===== src/core/readout_pkg.sv =====
package readout_pkg;

    // ------------------------------------------------------------------
    // geometry
    // ------------------------------------------------------------------
    localparam int          POS_W         = 12;
    localparam int          GRID_PIXELS   = 24;
    localparam logic [6:0]  COL_START_MAX = 7'h62;
    localparam logic [7:0]  ROW_START_MAX = 8'h89;

    // ------------------------------------------------------------------
    // timing
    // ------------------------------------------------------------------
    localparam int          CLK_PERIOD_PS      = 8000;
    localparam int          ROW_BLANKING_NS    = 7200;
    localparam int          PIXEL_PERIOD_NS    = 25;
    // least times: round up to whole cycles
    localparam int          ROW_BLANKING_CYC   = (ROW_BLANKING_NS * 1000 + CLK_PERIOD_PS - 1) / CLK_PERIOD_PS;
    localparam int          PIXEL_PERIOD_CYC   = (PIXEL_PERIOD_NS * 1000 + CLK_PERIOD_PS - 1) / CLK_PERIOD_PS;
    localparam logic [9:0]  BLANK_LAST         = 10'(ROW_BLANKING_CYC - 1);
    localparam logic [9:0]  BLANK_SIG_SAMPLE   = 10'(ROW_BLANKING_CYC / 4);
    localparam logic [9:0]  BLANK_PIXEL_RESET  = 10'(ROW_BLANKING_CYC / 2);
    localparam logic [9:0]  BLANK_RST_SAMPLE   = 10'((ROW_BLANKING_CYC * 3) / 4);
    localparam logic [2:0]  PIX_DIV_LAST       = 3'(PIXEL_PERIOD_CYC - 1);

    // ------------------------------------------------------------------
    // subsampling steps
    // ------------------------------------------------------------------
    localparam logic [3:0]  STEP_A = 4'h2;
    localparam logic [3:0]  STEP_B = 4'h4;
    localparam logic [3:0]  STEP_C = 4'h6;
    localparam logic [3:0]  STEP_D = 4'h8;
    localparam logic [3:0]  STEP_E = 4'hC;

    // ------------------------------------------------------------------
    // sequencer states
    // ------------------------------------------------------------------
    typedef enum logic [3:0] {
        st_idle  = 4'h1,
        st_wait  = 4'h2,
        st_blank = 4'h4,
        st_line  = 4'h8
    } seq_state_t;

    function automatic logic [3:0] step_of(input logic [2:0] code);
        logic [3:0] s;
        s = STEP_E;
        case (code)
            3'h0: s = STEP_A;
            3'h1: s = STEP_B;
            3'h2: s = STEP_C;
            3'h3: s = STEP_D;
            default: s = STEP_E;
        endcase
        return s;
    endfunction

endpackage


===== src/core/step_if.sv =====
`timescale 1ns/1ps
interface step_if #(parameter int W = 12);
    logic          load;
    logic [W-1:0]  start;
    logic          step;
    logic [2:0]    code;
    logic [W-1:0]  pos;

    modport ctrl    (output load, output start, output step, output code, input pos);
    modport stepper (input load, input start, input step, input code, output pos);
endinterface


===== src/core/pin_sync.sv =====
`timescale 1ns/1ps
module pin_sync (
    input  wire logic clk,
    input  wire logic nrst,
    input  wire logic pin,
    output logic      rise
);
    logic meta_ff;
    logic sync_ff;
    logic last_ff;

    // meta_ff feeds only sync_ff
    always_ff @(posedge clk or negedge nrst) begin
        if (!nrst) begin
            meta_ff <= 1'b0;
            sync_ff <= 1'b0;
            last_ff <= 1'b0;
        end else begin
            meta_ff <= pin;
            sync_ff <= meta_ff;
            last_ff <= sync_ff;
        end
    end

    assign rise = sync_ff & ~last_ff;
endmodule


===== src/core/addr_stepper.sv =====
`timescale 1ns/1ps
module addr_stepper #(
    parameter bit PAIRED = 1'b0,
    parameter int W      = 12
) (
    input  wire logic clk,
    input  wire logic nrst,
    step_if.stepper   s
);
    logic [W-1:0] pos_ff;
    logic [W-1:0] nxt_pos;
    logic         phase_ff;
    logic         nxt_phase;
    wire  [W-1:0] step_w = W'(readout_pkg::step_of(s.code));

    // ------------------------------------------------------------------
    // paired columns advance a whole step per pair; single rows read
    // two neighbours and then skip the remainder of the step
    // ------------------------------------------------------------------
    always_comb begin
        nxt_pos   = pos_ff;
        nxt_phase = phase_ff;
        if (s.load) begin
            nxt_pos   = s.start;
            nxt_phase = 1'b0;
        end else if (s.step) begin
            if (PAIRED) begin
                nxt_pos = pos_ff + step_w;
            end else begin
                nxt_pos   = phase_ff ? pos_ff + step_w - W'(1) : pos_ff + W'(1);
                nxt_phase = ~phase_ff;
            end
        end
    end

    always_ff @(posedge clk or negedge nrst) begin
        if (!nrst) begin
            pos_ff   <= '0;
            phase_ff <= 1'b0;
        end else begin
            pos_ff   <= nxt_pos;
            phase_ff <= nxt_phase;
        end
    end

    assign s.pos = pos_ff;
endmodule


===== src/core/image_array_readout_sequencer.sv =====
// Function
// - frame time is lines times row blanking plus pixels times pixel period
// - row start loads on frame start, column start loads on each row clock
// - window starts sit on a 24 pixel grid
// - read two adjacent pixels then step 2, 4, 6, 8 or 12 by code
// - column start has 99 positions, row start 138
// - columns are addressed in odd/even pairs, rows one at a time
// - separate read and reset row pointers, both moved by the row clock
// - dual-side drive bit or nondestructive modes 1 and 2 drive rows from both sides
// - normal readout double samples: signal, pixel reset, reset level
// - nondestructive readout never resets between reads; controller stores samples
// - column start accepts 0 to 98, row start 0 to 137
`timescale 1ns/1ps
module image_array_readout_sequencer (
    input  wire logic        clk,
    input  wire logic        nrst,
    input  wire logic        frame_start_pin,
    input  wire logic        row_clock_pin,
    input  wire logic [6:0]  col_start,
    input  wire logic [7:0]  row_start,
    input  wire logic [2:0]  x_subsample,
    input  wire logic [2:0]  y_subsample,
    input  wire logic [11:0] int_rows,
    input  wire logic [10:0] nof_pixels,
    input  wire logic [11:0] nof_lines,
    input  wire logic        dual_side_drive,
    input  wire logic        nondestructive_readout,
    input  wire logic [1:0]  multi_read_mode,
    output logic      [11:0] read_row,
    output logic      [11:0] reset_row,
    output logic      [11:0] col_addr,
    output logic             col_valid,
    output logic             row_select_near,
    output logic             row_select_far,
    output logic             shutter_reset_near,
    output logic             shutter_reset_far,
    output logic             pixel_reset,
    output logic             sample_signal,
    output logic             sample_reset,
    output logic             frame_active,
    output logic             line_done,
    output logic             frame_done
);

    // ------------------------------------------------------------------
    // pin synchronisers
    // ------------------------------------------------------------------
    logic fs_rise;
    logic rc_rise;

    pin_sync u_fs_sync (
        .clk  (clk),
        .nrst (nrst),
        .pin  (frame_start_pin),
        .rise (fs_rise)
    );

    pin_sync u_rc_sync (
        .clk  (clk),
        .nrst (nrst),
        .pin  (row_clock_pin),
        .rise (rc_rise)
    );

    // ------------------------------------------------------------------
    // window start decode
    // ------------------------------------------------------------------
    // out-of-range starts clamp to the last legal coordinate
    wire [6:0]  col_idx = (col_start > readout_pkg::COL_START_MAX) ? readout_pkg::COL_START_MAX : col_start;
    wire [7:0]  row_idx = (row_start > readout_pkg::ROW_START_MAX) ? readout_pkg::ROW_START_MAX : row_start;
    wire [11:0] col_pos = 12'(col_idx * readout_pkg::GRID_PIXELS);
    wire [11:0] row_pos = 12'(row_idx * readout_pkg::GRID_PIXELS);
    wire [11:0] rst_pos = row_pos + int_rows;

    // non-destructive modes 1 and 2 combine both shift registers
    wire multi_read_dual = nondestructive_readout & ((multi_read_mode == 2'h1) | (multi_read_mode == 2'h2));
    wire both_side       = dual_side_drive | multi_read_dual;

    // ------------------------------------------------------------------
    // sequencer state
    // ------------------------------------------------------------------
    readout_pkg::seq_state_t state_ff;
    readout_pkg::seq_state_t nxt_state;

    logic [9:0]  blank_cnt_ff;
    logic [2:0]  pix_div_ff;
    logic [10:0] pix_cnt_ff;
    logic [11:0] line_cnt_ff;
    logic        first_row_ff;

    wire in_idle  = (state_ff == readout_pkg::st_idle);
    wire in_blank = (state_ff == readout_pkg::st_blank);
    wire in_line  = (state_ff == readout_pkg::st_line);

    // a row clock before the first frame start is ignored
    wire row_evt   = rc_rise & ~in_idle & ~fs_rise;
    wire blank_end = in_blank & (blank_cnt_ff == readout_pkg::BLANK_LAST);
    wire pix_tick  = in_line & (pix_div_ff == readout_pkg::PIX_DIV_LAST);
    wire line_end  = pix_tick & ((pix_cnt_ff + 11'h001) >= nof_pixels);
    wire last_line = (line_cnt_ff + 12'h001) >= nof_lines;

    always_comb begin
        nxt_state = state_ff;
        case (state_ff)
            readout_pkg::st_idle: begin
                if (fs_rise) begin
                    nxt_state = readout_pkg::st_wait;
                end
            end
            readout_pkg::st_wait: begin
                if (fs_rise) begin
                    nxt_state = readout_pkg::st_wait;
                end else if (row_evt) begin
                    nxt_state = readout_pkg::st_blank;
                end
            end
            readout_pkg::st_blank: begin
                if (fs_rise) begin
                    nxt_state = readout_pkg::st_wait;
                end else if (row_evt) begin
                    nxt_state = readout_pkg::st_blank;
                end else if (blank_end) begin
                    nxt_state = readout_pkg::st_line;
                end
            end
            readout_pkg::st_line: begin
                if (fs_rise) begin
                    nxt_state = readout_pkg::st_wait;
                end else if (row_evt) begin
                    nxt_state = readout_pkg::st_blank;
                end else if (line_end) begin
                    nxt_state = last_line ? readout_pkg::st_idle : readout_pkg::st_wait;
                end
            end
            default: begin
                nxt_state = readout_pkg::st_idle;
            end
        endcase
    end

    always_ff @(posedge clk or negedge nrst) begin
        if (!nrst) begin
            state_ff <= readout_pkg::st_idle;
        end else begin
            state_ff <= nxt_state;
        end
    end

    // ------------------------------------------------------------------
    // blanking and pixel timing
    // ------------------------------------------------------------------
    always_ff @(posedge clk or negedge nrst) begin
        if (!nrst) begin
            blank_cnt_ff <= 10'h000;
        end else if (row_evt || !in_blank) begin
            blank_cnt_ff <= 10'h000;
        end else begin
            blank_cnt_ff <= blank_cnt_ff + 10'h001;
        end
    end

    always_ff @(posedge clk or negedge nrst) begin
        if (!nrst) begin
            pix_div_ff <= 3'h0;
        end else if (!in_line || pix_tick) begin
            pix_div_ff <= 3'h0;
        end else begin
            pix_div_ff <= pix_div_ff + 3'h1;
        end
    end

    always_ff @(posedge clk or negedge nrst) begin
        if (!nrst) begin
            pix_cnt_ff <= 11'h000;
        end else if (!in_line) begin
            pix_cnt_ff <= 11'h000;
        end else if (pix_tick) begin
            pix_cnt_ff <= pix_cnt_ff + 11'h001;
        end
    end

    always_ff @(posedge clk or negedge nrst) begin
        if (!nrst) begin
            line_cnt_ff <= 12'h000;
        end else if (fs_rise) begin
            line_cnt_ff <= 12'h000;
        end else if (line_end) begin
            line_cnt_ff <= line_cnt_ff + 12'h001;
        end
    end

    // the first row clock of a frame selects the loaded start row itself
    always_ff @(posedge clk or negedge nrst) begin
        if (!nrst) begin
            first_row_ff <= 1'b0;
        end else if (fs_rise) begin
            first_row_ff <= 1'b1;
        end else if (row_evt) begin
            first_row_ff <= 1'b0;
        end
    end

    // ------------------------------------------------------------------
    // address steppers
    // ------------------------------------------------------------------
    step_if #(.W(readout_pkg::POS_W)) col_if ();
    step_if #(.W(readout_pkg::POS_W)) rd_if ();
    step_if #(.W(readout_pkg::POS_W)) rs_if ();

    assign col_if.load  = row_evt;
    assign col_if.start = col_pos;
    assign col_if.step  = pix_tick & pix_cnt_ff[0];
    assign col_if.code  = x_subsample;

    assign rd_if.load   = fs_rise;
    assign rd_if.start  = row_pos;
    assign rd_if.step   = row_evt & ~first_row_ff;
    assign rd_if.code   = y_subsample;

    assign rs_if.load   = fs_rise;
    assign rs_if.start  = rst_pos;
    assign rs_if.step   = row_evt & ~first_row_ff;
    assign rs_if.code   = y_subsample;

    addr_stepper #(.PAIRED(1'b1), .W(readout_pkg::POS_W)) u_col_step (
        .clk  (clk),
        .nrst (nrst),
        .s    (col_if)
    );

    addr_stepper #(.PAIRED(1'b0), .W(readout_pkg::POS_W)) u_read_step (
        .clk  (clk),
        .nrst (nrst),
        .s    (rd_if)
    );

    addr_stepper #(.PAIRED(1'b0), .W(readout_pkg::POS_W)) u_reset_step (
        .clk  (clk),
        .nrst (nrst),
        .s    (rs_if)
    );

    assign read_row  = rd_if.pos;
    assign reset_row = rs_if.pos;
    assign col_addr  = col_if.pos;

    // ------------------------------------------------------------------
    // row drive and sampling strobes
    // ------------------------------------------------------------------
    logic col_valid_ff;
    logic row_sel_near_ff;
    logic row_sel_far_ff;
    logic sh_rst_near_ff;
    logic sh_rst_far_ff;
    logic pix_rst_ff;
    logic smp_sig_ff;
    logic smp_rst_ff;
    logic frame_active_ff;
    logic line_done_ff;
    logic frame_done_ff;

    wire row_on   = (nxt_state == readout_pkg::st_blank) | (nxt_state == readout_pkg::st_line);
    // a nondestructive read leaves the pixel charge in place
    wire do_reset = ~nondestructive_readout;

    always_ff @(posedge clk or negedge nrst) begin
        if (!nrst) begin
            col_valid_ff    <= 1'b0;
            row_sel_near_ff <= 1'b0;
            row_sel_far_ff  <= 1'b0;
            sh_rst_near_ff  <= 1'b0;
            sh_rst_far_ff   <= 1'b0;
            pix_rst_ff      <= 1'b0;
            smp_sig_ff      <= 1'b0;
            smp_rst_ff      <= 1'b0;
            frame_active_ff <= 1'b0;
            line_done_ff    <= 1'b0;
            frame_done_ff   <= 1'b0;
        end else begin
            col_valid_ff    <= nxt_state == readout_pkg::st_line;
            row_sel_near_ff <= row_on;
            row_sel_far_ff  <= row_on & both_side;
            sh_rst_near_ff  <= row_evt & both_side;
            sh_rst_far_ff   <= row_evt;
            smp_sig_ff      <= in_blank & ~row_evt & (blank_cnt_ff == readout_pkg::BLANK_SIG_SAMPLE);
            pix_rst_ff      <= in_blank & ~row_evt & do_reset & (blank_cnt_ff == readout_pkg::BLANK_PIXEL_RESET);
            smp_rst_ff      <= in_blank & ~row_evt & do_reset & (blank_cnt_ff == readout_pkg::BLANK_RST_SAMPLE);
            frame_active_ff <= nxt_state != readout_pkg::st_idle;
            line_done_ff    <= line_end & ~fs_rise & ~row_evt;
            frame_done_ff   <= line_end & last_line & ~fs_rise & ~row_evt;
        end
    end

    assign col_valid          = col_valid_ff;
    assign row_select_near    = row_sel_near_ff;
    assign row_select_far     = row_sel_far_ff;
    assign shutter_reset_near = sh_rst_near_ff;
    assign shutter_reset_far  = sh_rst_far_ff;
    assign pixel_reset        = pix_rst_ff;
    assign sample_signal      = smp_sig_ff;
    assign sample_reset       = smp_rst_ff;
    assign frame_active       = frame_active_ff;
    assign line_done          = line_done_ff;
    assign frame_done         = frame_done_ff;

endmodule


===== config.mk =====
export PLATFORM = sky130hd
export DESIGN_NAME = image_array_readout_sequencer
export DESIGN_NICKNAME = d
export VERILOG_FILES = /design/src/core/readout_pkg.sv /design/src/core/step_if.sv /design/src/core/pin_sync.sv /design/src/core/addr_stepper.sv /design/src/core/image_array_readout_sequencer.sv
export SDC_FILE = /design/constraint.sdc
export NUM_CORES = 1
export LEC_CHECK = 0
export BUFFER_PORTS_ARGS = -buffer_cell sky130_fd_sc_hd__buf_2
export CAP_MARGIN = 20
export CORE_MARGIN = 3
export CORE_UTILIZATION = 35
export DETAILED_ROUTE_END_ITERATION = 6
export PLACE_DENSITY_LB_ADDON = 0.2
export SETUP_SLACK_MARGIN = 0.4
export SYNTH_ARGS = -nofsm -noshare
export SYNTH_HDL_FRONTEND = slang
export SYNTH_HIERARCHICAL = 1
export SYNTH_SLANG_ARGS = --single-unit

===== constraint.sdc =====
create_clock -name clk -period 3.7 [get_ports clk]
set_input_delay 0 -clock clk [delete_from_list [all_inputs] [get_ports clk]]
set_output_delay 0 -clock clk [all_outputs]
set_load 0.05 [all_outputs]

==> out/summary.md <==
• TritonCTS buffer count: 9
• number of H-tree levels: 3
• Post-Syn Area: 8170 µm²
• Hold WC Path Type: primary input to flip-flop
• slowest cell on the critical path: a311oi_1
• Lkg Pwr: 4.63 nW
• post-layout minimum cycle time: 3.13 ns
• Final Instance Count excl. Fillers: 1378
• post-synthesis async set-or-reset flop share: 1.00
• crit path cell chain: buf_2 -> nor3_1 -> a21boi_0 -> or2_2 -> ha_1 -> a21oi_1 -> nor2_1 -> a311oi_1 -> xnor2_1 -> ha_1 -> nor2_1 -> nor2b_1 -> nor2_1 -> a21oi_2 -> xor3_1 -> a22o_1 -> a21oi_2 -> o211ai_2
• Final Max Slew Viols: 0
• DP HPWL: 14700 µm
• Final Routed Wirelength: 19400 µm
• fraction of the cycle the final worst path needs: 0.847
• Skew-Pair Late Insertion Delay: 0.35 ns
• total die area: 25200 µm²
• Yosys Warn Count: 6
• number of DRC markers after the initial detailed-route iteration: 361
• Fill cells: 2316
• total routing usage reported by global routing: 0.152
• gate count of the mapped netlist: 947
• commonest non-fill, non-tap cell in the layout: buf_2
• Avg WL per Cell: 14.1 µm
• pin count of the biggest net entering global routing: 72
• Register Area: 2400 µm²
• via count of the first global-routing pass: 6591
• CP peak stage delay: 0.40 ns
• WP data required: 3.93 ns
• CTS tree: yes
• EDFF count, synth: 0
• total placed cells including tap cells: 1351
• Crit path top cell by count: nor2_1
• RSZ-0062 raised after global routing: yes
• worst endpoint data arrival time: 3.36 ns
• maximum fanout encountered on the critical timing path: 4
• placer congestion estimate: 0.828
• post-layout net count: 1226
• max-cap check violation count: 0
• skew final: 0.0180 ns
• Initial Util: 0.358
• worst slew margin relative to its limit: 0.501
• total via count after detailed routing: 6846
• vertical die dimension: 159 µm
• Hold Vio Cnt, Final: 0
• Pwr Density: 457 nW/µm²
• total setup violations reported at the end of the flow: 0
• DRC Markers: 0
• Max IR drop VDD: 0.276 mV
• number of nets with antenna violations after routing: 0
• sum of internal, switching and leakage power: 0.00436 W
• syn_area_per_cell: 8.62 µm²
• remaining global-route overflow: 0
• share of post-route cells with drive strength above 1: 0.179
• chip width: 159 µm
• category of the most critical setup path: primary input to flip-flop
• TritonRoute pass-1 iters: 5
• Layout Utilization: 0.419
• max frequency: 0.319 GHz
• Row Count: 55
• number of antenna violations at the first check in global routing: 2
• layout overhead on the synthesized area: 16.8%
• Clock transition at path regs: 0.08 ns
• maximum count of clock buffers along a single path: 2
• Sum Neg Setup Slack: 0 ns
• DR vias/cell: 4.97
• core footprint: 22800 µm²
• io pins: 111
• total clock sinks: 96
• run status: finished clean
• multi-input logic area: 5330 µm²
• flop and latch count out of synthesis: 96
• proportion of synthesized chip area in sequential cells: 0.294
• root buffer selected by CTS: clkbuf_16
• category of the worst setup path launch point: primary input
• kind of end point of the critical path: flip-flop
• first-pass GRT wire length: 32400 µm
• total inserted antenna cells: 0
• most frequent cells in the layout: buf_2, inv_1, ha_1, dfrtp_1, nor2_1
• ys flop type: dfrtp_1
• Tightest Pin Transition: 0.749 ns
• number of distinct library cells after synthesis: 85
• number of buffer cells added on primary ports: 110
[synth_stat cells (all sizes together) (17+ instances only)]
cell,n,share of area
nor2,77,0.037
inv,94,0.043
xnor2,47,0.050
xor2,39,0.042
a21o,17,0.016
clkbuf,20,0.0092
and3,34,0.029
nand3,32,0.022
o21ai,71,0.044
nand2,64,0.029
nor2b,19,0.016
dfrtp,95,0.29
a21oi,63,0.040
ha,96,0.15
[layout make-up]
class                      count  share of cell area
clock buffer                  10              0.0251
clock inverter                 6             0.00945
inverter                      94              0.0370
multi-input combinational    729               0.559
sequential                    96               0.252
tap                          313              0.0411
timing repair buffer         130              0.0761
[per-layer routing]
metal  global-route usage  up-vias  share of wire
li1                     -     3524              -
met1                0.213     3183           0.50
met2                0.245      119           0.45
met3               0.0284       16          0.037
met4               0.0362        4          0.012
met5                    0        -        0.00093
[metrics by stage]
stage / area, µm² / hold WS, ns / setup slack [ns]
CTS: 9470 / 0.0656 / 0.421
floorplan: 8180 / -0.296 / 0.565
global placement: 9050 / 0.00456 / 0.197
finish: 9540 / 0.0862 / 0.566
detailed placement: 9050 / 0.00182 / 0.127
global route: 9540 / 0.123 / 0.370
[worst paths after layout]
check | start | end | slack (ns) | depth (start not counted)
max | row_start[6] | u_reset_step/s.pos[11]$_DFFE_PN0P_ | 0.57 | 18
min | int_rows[3] | u_reset_step/s.pos[3]$_DFFE_PN0P_ | 0.09 | 4
max reg2reg | pix_cnt_ff[0]$_DFFE_PN0N_ | line_cnt_ff[9]$_DFFE_PN0P_ | 0.57 | 14
min reg2reg | u_rc_sync/meta_ff$_DFF_PN0_ | u_rc_sync/sync_ff$_DFF_PN0_ | 0.35 | 0
max in group asynchronous | nrst | u_reset_step/s.pos[5]$_DFFE_PN0P_ | 2.63 | 3
min in group asynchronous | nrst | u_reset_step/s.pos[0]$_DFFE_PN0P_ | 0.16 | 2
[worst max-delay path: cells and delay by family]
kind                     cells  cell delay (ns)
buffers and inverters        1             0.10
AND/OR/NAND/NOR              6             0.93
adder cells (fa/ha/maj)      2             0.66
XOR/XNOR                     2             0.42
AO/OA/AOI/OAI                7             1.26
[power by group]
group	leakage (nW)	total, W	internal (W)	switching, W
logic	3.23	0.00196	0.000728	0.00123
registers	1.24	0.00136	0.00117	0.000187
clock network	0.159	0.00105	0.000614	0.000433
[registers in the layout (all words and copies together), names as in the netlist, 3 cells and up]
signal              count
u_read_step/s.pos      12
line_cnt_ff            12
u_col_step/s.pos       12
pix_div_ff              3
pix_cnt_ff             11
state_ff                4
blank_cnt_ff           10
u_reset_step/s.pos     12
[what timing repair did]
action / CTS / global route
endpoints found under the hold margin: 40 / 0
setup endpoints to repair: 0 / 17
resized for setup: 0 / 18
setup buffers: 0 / 2
hold buffers: 9 / 0
[kinds of logic after synthesis]
logic type	Yosys count	synth area share
mux	17	0.0213
simple gates	294	0.190
compound gates	223	0.175
other cells	1	0.000459
xor+xnor	87	0.0952
buf+inv	127	0.0614
fa+ha+maj	102	0.162
flops	96	0.294
No activity file was read; power rests on OpenSTA's default activity.
